**src/shared/async_filter_pkg.sv**
```systemverilog
// Purpose: Constants and carriers for the upper-node request filter
// Assumes: One 10 MHz clock, registers reached over a plain strobe port
// Notes:   Offsets are byte addresses of aligned 32-bit words
// =====================================================================
package async_filter_pkg;

  // ===================================================================
  // Widths
  localparam int ADDR_W = 12;
  localparam int DATA_W = 32;
  localparam int NODE_W = 6;
  localparam int BUS_W  = 10;

  // ===================================================================
  // Register map
  localparam logic [ADDR_W-1:0] OFS_FILTER_SET   = 12'h100;
  localparam logic [ADDR_W-1:0] OFS_FILTER_CLEAR = 12'h104;
  localparam logic [ADDR_W-1:0] OFS_REJECT_COUNT = 12'h1f0;
  localparam logic [DATA_W-1:0] FILTER_RESET     = 32'h0000_0000;
  localparam logic [DATA_W-1:0] READ_IDLE        = 32'h0000_0000;

  // ===================================================================
  // Field layout
  localparam int                REMOTE_BIT = 31;
  localparam int                NODE_BITS  = 31;
  localparam logic [NODE_W-1:0] NODE_BASE  = 6'h20;
  localparam logic [NODE_W-1:0] NODE_TOP   = 6'h3e;
  localparam logic [BUS_W-1:0]  LOCAL_BUS_ALIAS = 10'h3ff;

  // ===================================================================
  // Carriers
  typedef enum logic [2:0] {
    DEST_PHYS     = 3'b001,
    DEST_ASYNC_RX = 3'b010,
    DEST_OTHER    = 3'b100
  } pkt_dest_e;

  typedef struct packed {
    logic              valid;
    pkt_dest_e         dest;
    logic [BUS_W-1:0]  srcBus;
    logic [NODE_W-1:0] srcNode;
  } pkt_req_s;

  typedef struct packed {
    logic valid;
    logic governed;
    logic accept;
  } verdict_s;

endpackage : async_filter_pkg

```
**src/hw/async_request_node_filter_high.sv**
```systemverilog
// Purpose: Upper-node acceptance filter for incoming asynchronous requests
// Assumes: Link logic and register master share mclk
// Notes:   Verdict follows a request by one cycle; rejects are counted
//
// Design decision made here: the strobed register port.
`timescale 1ns/1ns
module async_request_node_filter_high
  import async_filter_pkg::*;
#(
  parameter int CNT_W = 16
) (
  input  wire logic              mclk,
  input  wire logic              rstn,
  input  wire logic [ADDR_W-1:0] regAddr,
  input  wire logic [DATA_W-1:0] regWrData,
  input  wire logic              regWr,
  input  wire logic              regRd,
  output logic      [DATA_W-1:0] regRdData,
  input  wire pkt_req_s          pktReq,
  input  wire logic [BUS_W-1:0]  localBusId,
  output verdict_s               verdict,
  output logic      [DATA_W-1:0] filterMask
);

  // ===================================================================
  // Address decode
  function automatic logic isFilterAddr(input logic [ADDR_W-1:0] a);
    isFilterAddr = (a == OFS_FILTER_SET) || (a == OFS_FILTER_CLEAR);
  endfunction : isFilterAddr

  logic [DATA_W-1:0] mask_reg;
  logic [DATA_W-1:0] mask_next;
  logic [DATA_W-1:0] rdData_reg;
  logic [DATA_W-1:0] rdData_next;
  verdict_s          verdict_reg;
  verdict_s          verdict_next;
  logic [CNT_W-1:0]  rejectCount_reg;
  logic [CNT_W-1:0]  rejectCount_next;
  logic              countClear;
  logic              rejectEvent;

  // ===================================================================
  // Decision
  filter_decide u_decide (
    .mask       (mask_reg),
    .req        (pktReq),
    .localBusId (localBusId),
    .verdict    (verdict_next)
  );

  // ===================================================================
  // Mask register
  // Set and clear at distinct addresses, so no read-modify-write race
  always_comb begin
    mask_next = mask_reg;
    if (regWr && regAddr == OFS_FILTER_SET) begin
      mask_next = mask_reg | regWrData;
    end else if (regWr && regAddr == OFS_FILTER_CLEAR) begin
      mask_next = mask_reg & ~regWrData;
    end
  end

  always_ff @(posedge mclk or negedge rstn) begin
    if (!rstn) begin
      mask_reg <= FILTER_RESET;
    end else begin
      mask_reg <= mask_next;
    end
  end

  // ===================================================================
  // Read port
  always_comb begin
    rdData_next = READ_IDLE;
    if (regRd && isFilterAddr(regAddr)) begin
      rdData_next = mask_reg;
    end else if (regRd && regAddr == OFS_REJECT_COUNT) begin
      rdData_next = {{(DATA_W-CNT_W){1'b0}}, rejectCount_reg};
    end
  end

  always_ff @(posedge mclk or negedge rstn) begin
    if (!rstn) begin
      rdData_reg <= READ_IDLE;
    end else begin
      rdData_reg <= rdData_next;
    end
  end

  // ===================================================================
  // Reject counter
  // Saturates rather than wraps so software never sees a false low count
  always_comb begin
    countClear  = regWr && regAddr == OFS_REJECT_COUNT;
    rejectEvent = verdict_next.governed && !verdict_next.accept;
    rejectCount_next = rejectCount_reg;
    if (countClear) begin
      rejectCount_next = '0;
    end
    // Event in the clearing cycle still counts
    if (rejectEvent) begin
      if (countClear) begin
        rejectCount_next = CNT_W'(1);
      end else if (rejectCount_reg != {CNT_W{1'b1}}) begin
        rejectCount_next = rejectCount_reg + CNT_W'(1);
      end
    end
  end

  always_ff @(posedge mclk or negedge rstn) begin
    if (!rstn) begin
      rejectCount_reg <= '0;
    end else begin
      rejectCount_reg <= rejectCount_next;
    end
  end

  // ===================================================================
  // Verdict register
  always_ff @(posedge mclk or negedge rstn) begin
    if (!rstn) begin
      verdict_reg <= '0;
    end else begin
      verdict_reg <= verdict_next;
    end
  end

  assign regRdData  = rdData_reg;
  assign verdict    = verdict_reg;
  assign filterMask = mask_reg;

  logic              chkExamined;
  logic              chkLocal;
  logic              chkInRange;
  logic              chkExpectBit;
  logic [NODE_W-1:0] chkIndex;

  always_comb begin
    chkExamined = pktReq.valid && (pktReq.dest == DEST_PHYS || pktReq.dest == DEST_ASYNC_RX);
    chkLocal    = (pktReq.srcBus == localBusId) || (pktReq.srcBus == LOCAL_BUS_ALIAS);
    chkInRange  = (pktReq.srcNode >= NODE_BASE) && (pktReq.srcNode <= NODE_TOP);
    chkIndex    = pktReq.srcNode - NODE_BASE;
    chkExpectBit = chkInRange ? mask_reg[chkIndex[4:0]] : 1'b0;
  end

  // ===================================================================
  // Reference verdict, rebuilt from the rules by bit index
  // Kept apart from the decoder so a slip in its match loop shows up here
  verdict_s chkVerdict;
  verdict_s chkVerdict_reg;

  always_comb begin
    chkVerdict       = '0;
    chkVerdict.valid = chkExamined;
    if (chkExamined && !chkLocal) begin
      chkVerdict.governed = 1'b1;
      chkVerdict.accept   = mask_reg[REMOTE_BIT];
    end else if (chkExamined && chkInRange) begin
      chkVerdict.governed = 1'b1;
      chkVerdict.accept   = chkExpectBit;
    end
  end

  always_ff @(posedge mclk or negedge rstn) begin
    if (!rstn) begin
      chkVerdict_reg <= '0;
    end else begin
      chkVerdict_reg <= chkVerdict;
    end
  end
endmodule : async_request_node_filter_high

```
**src/hw/filter_decide.sv**
```systemverilog
// Purpose: Combinational accept decision for one incoming request
// Assumes: Request and mask come from the same clock domain
// Notes:   Local-bus nodes below 32 and node 63 are left to other filters; remote nodes follow bit 31
`timescale 1ns/1ns
module filter_decide
  import async_filter_pkg::*;
(
  input  wire logic [DATA_W-1:0] mask,
  input  wire pkt_req_s          req,
  input  wire logic [BUS_W-1:0]  localBusId,
  output verdict_s               verdict
);

  logic [NODE_BITS-1:0] nodeHit;
  logic                 examined;
  logic                 isLocal;
  logic                 inRange;

  // ===================================================================
  // Per-node match
  genvar i;
  generate
    for (i = 0; i < NODE_BITS; i++) begin : g_node
      assign nodeHit[i] = (req.srcNode == NODE_BASE + NODE_W'(i)) && mask[i];
    end
  endgenerate

  // ===================================================================
  // Decision
  always_comb begin
    examined = req.valid && (req.dest == DEST_PHYS || req.dest == DEST_ASYNC_RX);
    isLocal  = (req.srcBus == localBusId) || (req.srcBus == LOCAL_BUS_ALIAS);
    inRange  = (req.srcNode >= NODE_BASE) && (req.srcNode <= NODE_TOP);
    verdict  = '0;
    verdict.valid = examined;
    if (examined) begin
      if (!isLocal) begin
        verdict.governed = 1'b1;
        verdict.accept   = mask[REMOTE_BIT];
      end else if (inRange) begin
        verdict.governed = 1'b1;
        verdict.accept   = |nodeHit;
      end
    end
  end

endmodule : filter_decide

```
**config.mk**
```make
export PLATFORM = sky130hd
export DESIGN_NAME = async_request_node_filter_high
export DESIGN_NICKNAME = d
export VERILOG_FILES = /design/src/shared/async_filter_pkg.sv /design/src/hw/async_request_node_filter_high.sv /design/src/hw/filter_decide.sv
export SDC_FILE = /design/constraint.sdc
export NUM_CORES = 1
export LEC_CHECK = 0
export ABC_AREA = 0
export BUFFER_PORTS_ARGS = -buffer_cell sky130_fd_sc_hd__buf_4
export CORE_MARGIN = 2
export CORE_UTILIZATION = 45
export DETAILED_ROUTE_END_ITERATION = 10
export PLACE_DENSITY = 0.86
export SLEW_MARGIN = 20
export SYNTH_ARGS = -nofsm -noshare
export SYNTH_HDL_FRONTEND = slang
export SYNTH_SLANG_ARGS = --single-unit
```
**constraint.sdc**
```tcl
create_clock -name mclk -period 2.2 [get_ports mclk]
set_input_delay 0.22 -clock mclk [delete_from_list [all_inputs] [get_ports mclk]]
set_output_delay 0.22 -clock mclk [all_outputs]
set_load 0.1 [all_outputs]
```
== Word-level counts from Yosys, hierarchy flattened ==
Index checks and enable logic that the tools add are counted.

* Flip-flop bits (word level): 83
* Bits of input ports: 78
* Output and inout bits: 67
* Logic and storage cells: 107

* Add/subtract/negate cells: 1
* $lt $le $gt $ge: 2
* Equality and inequality tests: 39
* Multiplexer cells: 11
* Bitwise logic cells: 3
* Reduce and logical (&&, ||, !) cells: 45

{| class="wikitable"
|+ Operators by type and width
! kind !! number
|-
| equality test 6 bit (second input constant) || 31
|-
| two-way mux 32 bit || 3
|-
| two-way mux 16 bit || 5
|-
| logical AND 1 bit || 39
|-
| equality test 12 x 9 -> 1 bit (second input constant) || 3
|-
| AND 32 bit || 1
|-
| NOT 32 bit || 1
|-
| OR 32 bit || 1
|-
| OR reduction 31 bit || 1
|-
| adder 16 x 1 -> 16 bit (second input constant) || 1
|-
| != test 16 bit (second input constant) || 1
|-
| equality test 10 bit || 1
|-
| equality test 10 bit (second input constant) || 1
|-
| >= comparator 6 bit (second input constant) || 1
|-
| less-or-equal comparator 6 bit (second input constant) || 1
|-
| two-way mux 2 bit || 3
|-
| equality test 3 x 1 -> 1 bit (second input constant) || 1
|-
| equality test 3 x 2 -> 1 bit (second input constant) || 1
|-
| logical OR 1 bit || 3
|-
| nonzero test 2 bit || 1
|-
| zero test 1 bit || 1
|}

== Longest topological paths before layout ==
* Depth in word-level cells: 9
* Depth in mapped cells: 11
* Depth with buffers taken out: 8

== Modules after synthesis ==
From an unflattened synthesis, not the netlist that was laid out.

* Cells, all modules: 407
* Area total of the unflattened synthesis: 4179.0 µm²

{| class="wikitable"
|+ By module, submodules not included
! module !! instances !! cells each !! area an instance (µm²) !! seq. area each (µm²)
|-
| async_request_node_filter_high || 1 || 323 || 3539.6 || 2077.0
|-
| filter_decide || 1 || 84 || 639.4 || 0.0
|}

== Worst setup path after synthesis ==
No wires, ideal clock.

* Kind: flip-flop to flip-flop
* Start point: register with a tool-made name
* End point: register rejectCount_reg[11]
* Library setup time: 0.136 ns
* Data arrival time: 2.566 ns
* Required time: 2.064 ns
* Setup slack: -0.503 ns
* Stages on the path, launching flop included: 10
* Buffers on the path: 2
* Clock period less this slack: 2.703 ns
* Cells stage by stage: dfrtp_1 > mux2i_1 > nor3_1 > or4_1 > nor4_1 > a211oi_1 > buf_6 > buf_2 > o41ai_1 > a21oi_1

{| class="wikitable"
|+ RTL lines
! item !! line !! RTL
|-
| to (signal assigned) || async_request_node_filter_high.sv:114 || <nowiki>rejectCount_reg <= rejectCount_next;</nowiki>
|-
| to (decl) || async_request_node_filter_high.sv:37 || <nowiki>logic [CNT_W-1:0] rejectCount_reg;</nowiki>
|}

==> impl_metrics.json <==
{
  "worstHoldPathCells": 2,
  "ys_types": 45,
  "track_usage_pct": 25.80,
  "drtIter0Drc": 254,
  "synth_top_area_share_pct": 53.09,
  "async_flop_share_pct": 100.0,
  "yosysTopAreaCell": "dfrtp_1",
  "maxCapViolCount": 0,
  "hold_violations": 0,
  "drive_above_1_share_pct": 50.09,
  "irDropWorstVdd_mv": 0.3674,
  "synth_nets": 455,
  "seq_power_share_pct": 48.9,
  "hold-worst-slack_ns": 0.03831,
  "die_h_um": 97.25,
  "gp_congestion": 0.9349,
  "rr_endpoint": "rejectCount_reg[5]",
  "swShare_pct": 26.65,
  "clock_sinks": 83,
  "core_sq_um": 8593,
  "numCtsBuffers": 9,
  "startpoint_type": "flop",
  "syn_avg_cell_area_sq_um": 10.41,
  "pwr-share-clk_pct": 34.3,
  "yosysWarnings": 0,
  "synthesis.area_sq_um": 3913,
  "total_power_mw": 3.256,
  "setup_viol": 16,
  "violations": "negative setup slack",
  "hold_class": "in -> reg",
  "power_switching_mw": 0.8675,
  "synth_area_leaders": "dfrtp_1 (53%), a21oi_1 (6.1%), a31oi_1 (5.1%)",
  "status": "complete, but fails checks",
  "p_per_area_nw_per_um2": 546.3,
  "rsz0062_at_grt": "yes",
  "rows": 34,
  "combPwrFrac_pct": 16.8,
  "fillCellCount": 601,
  "antenna_cells": 0,
  "crit_type": "reg -> reg",
  "r2r_cells": 8,
  "chipWidth_um": 97.25,
  "start_util_pct": 45.53,
  "cts_tree": "yes",
  "r2r_slack_ns": -0.21,
  "fin_worst_skew_ns": 0.01238,
  "ys_ff_latch": 83,
  "fin_ws_ns": -0.2071,
  "leakagePower_nw": 2.808,
  "io_buffers": 144,
  "grt_pass1_vias": 3931,
  "place_area_sq_um": 5583,
  "worst_ep_arrival_time_ns": 2.69,
  "root_buffer": "clkbuf_8",
  "first_pass_iters": 5,
  "grt_start_max_net_pins": 65,
  "totalWireLength_um": 12510,
  "grt_first_pass_wirelength_um": 19550,
  "slew_headroom_pct": 57.71,
  "fin_area_sq_um": 5959,
  "clk_pin_slew_worst_paths_ns": 0.09,
  "fin_crit_sh_pct": 109.4,
  "h-tree-depth": 3,
  "vias": 4020,
  "cp-end-kind": "flop",
  "clock_path_buffers": 2,
  "p_int_mw": 2.388,
  "ys_seq_area_share_pct": 53.09,
  "grt_overflow": 0,
  "finalCriticalPeriod_ns": 2.407,
  "drc": 0,
  "drv_slew": 0,
  "dp_hpwl_um": 8881,
  "antenna_found_initial": 0,
  "synth_edf_count": 0,
  "die-area_sq_um": 9457,
  "hp-start": "regWrData[0]",
  "syn_inst": 376,
  "path_max_fanout": 14,
  "critical_path_required_ns": 2.48,
  "ys.flop_type": "dfrtp_1",
  "fin_nets": 649,
  "routed_via_density": 5.886,
  "fmax_mhz": 415.4,
  "ant_nets": 0,
  "clk_latency_ns": 0.36,
  "ios": 145,
  "wire_per_inst_um": 18.32,
  "worstMarginPinSlew_ns": 0.6344,
  "area_delta_synth_final_pct": 52.32,
  "finalSetupTns_ns": -2.350
}
repair_timing:
| item | 4_1_cts | 5_1_grt |
|---|---|---|
| gates resized for setup | 11 | 11 |
| hold buffers | 1 | 0 |
| endpoints found under the setup margin | 16 | 16 |
| setup buffers | 3 | 2 |
| endpoints found under the hold margin | 48 | 0 |
| gates cloned | 0 | 1 |
| pin swaps | 1 | 3 |
placed cells by master, fill, tap and decap left out, types with 4 or more instances in the layout:
| master | count |
|---|---|
| dfrtp_1 | 51 |
| mux2i_1 | 7 |
| dfrtp_2 | 25 |
| nor2_1 | 10 |
| nand2_1 | 18 |
| clkbuf_8 | 10 |
| nand3_1 | 11 |
| and2_1 | 16 |
| dfrtp_4 | 7 |
| o21ai_0 | 8 |
| a22o_1 | 16 |
| nor4_1 | 5 |
| nand3b_1 | 4 |
| a21oi_2 | 8 |
| or3_1 | 4 |
| nor3_1 | 4 |
| or4b_1 | 7 |
| nand4_1 | 6 |
| a21oi_1 | 40 |
| a31oi_1 | 32 |
| xor2_1 | 11 |
| inv_1 | 5 |
| buf_4 | 204 |
power groups by stage:
stage / registers [mW] / logic, mW / clock network (mW)
after floorplan: 1.68 / 0.154 / 0
after global placement: 1.62 / 0.509 / 0
after detailed placement: 1.62 / 0.524 / 0
after CTS: 1.59 / 0.539 / 1.13
after global routing: 1.60 / 0.597 / 1.20
final: 1.59 / 0.547 / 1.12
synthesized netlist by cell type (2+ instances only):
cell / n
dfrtp_1: 83
a21oi_1: 48
a31oi_1: 32
clkbuf_1: 19
nand2_1: 18
and2_1: 17
a22o_1: 16
nor2_1: 13
nand3_1: 11
xor2_1: 11
o21ai_0: 9
mux2i_1: 8
or4b_1: 8
o41ai_1: 7
or3_1: 7
nand4_1: 6
nor3_1: 6
nor4_1: 6
buf_2: 5
inv_1: 5
nand3b_1: 4
and3_1: 3
nor2b_1: 3
nor4b_1: 3
or4_1: 3
a211o_1: 2
buf_6: 2
mux2_2: 2
nand2b_1: 2
nor4bb_1: 2
layer usage:
| metal | share of wire [%] | up-vias | GRT usage (%) |
|---|---|---|---|
| met4 | 3.2 | 0 | 10.04 |
| met5 | 0 | - | 0 |
| met2 | 48 | 227 | 41.51 |
| met1 | 41 | 1945 | 34.17 |
| met3 | 8.1 | 39 | 5.971 |
| li1 | - | 1809 | - |
critical path: stages (launching register included):
cell and delay [ns]:
dfrtp_4 0.49, mux2i_2 0.18, nor3_1 0.06, or4_1 0.49, nor4_2 0.19, a211oi_2 0.11
buf_12 0.17, or4b_1 0.48, a21oi_2 0.15
cell type report:
class / instances / area [sq um] / share of cell area, %
clock buffer: 11 / 141.4 / 2.372
clock inverter: 5 / 62.56 / 1.050
inverter: 5 / 18.77 / 0.3149
multi-input combinational: 262 / 1849 / 31.03
sequential: 83 / 2135 / 35.82
tap: 108 / 135.1 / 2.267
timing repair buffer: 209 / 1618 / 27.15
how the worst max path moves through the flow:
stage	from	endpoint	slack (ns)	depth (start not counted)
6_report	flop	rejectCount_reg[5]	-0.21	8
5_1_grt	flop	rejectCount_reg[12]	-0.35	8
4_1_cts	flop	rejectCount_reg[13]	-0.19	8
3_5_place_dp	flop	rejectCount_reg[11]	-0.22	8
3_3_place_gp	flop	rejectCount_reg[11]	-0.13	8
2_1_floorplan	flop	rejectCount_reg[11]	-0.17	8
through the flow:
| stage | instances | worst slack [ns] | utilization [%] |
|---|---|---|---|
| after global placement | 660 | -0.1288 | 64.97 |
| after CTS | 680 | -0.1914 | 68.27 |
| final | 683 | -0.2071 | 69.35 |
| after floorplan | 376 | -0.1684 | - |
| after detailed placement | 660 | -0.2239 | 64.97 |
| after global routing | 683 | -0.3456 | 69.35 |
kinds of logic (layout without fill, tap and decap cells):
| family | Yosys count | in the layout | synth area share [%] |
|---|---|---|---|
| AOI/OAI and AO/OA | 123 | 123 | 19.80 |
| DFF | 83 | 83 | 53.09 |
| and+or+nand+nor | 116 | 116 | 17.62 |
| buffers and inverters | 31 | 230 | 3.518 |
| adders and majority gates | 1 | 1 | 0.3197 |
| muxes | 11 | 11 | 3.198 |
| xor gates and xnor gates | 11 | 11 | 2.462 |
No activity file was read; power rests on OpenSTA's default activity.
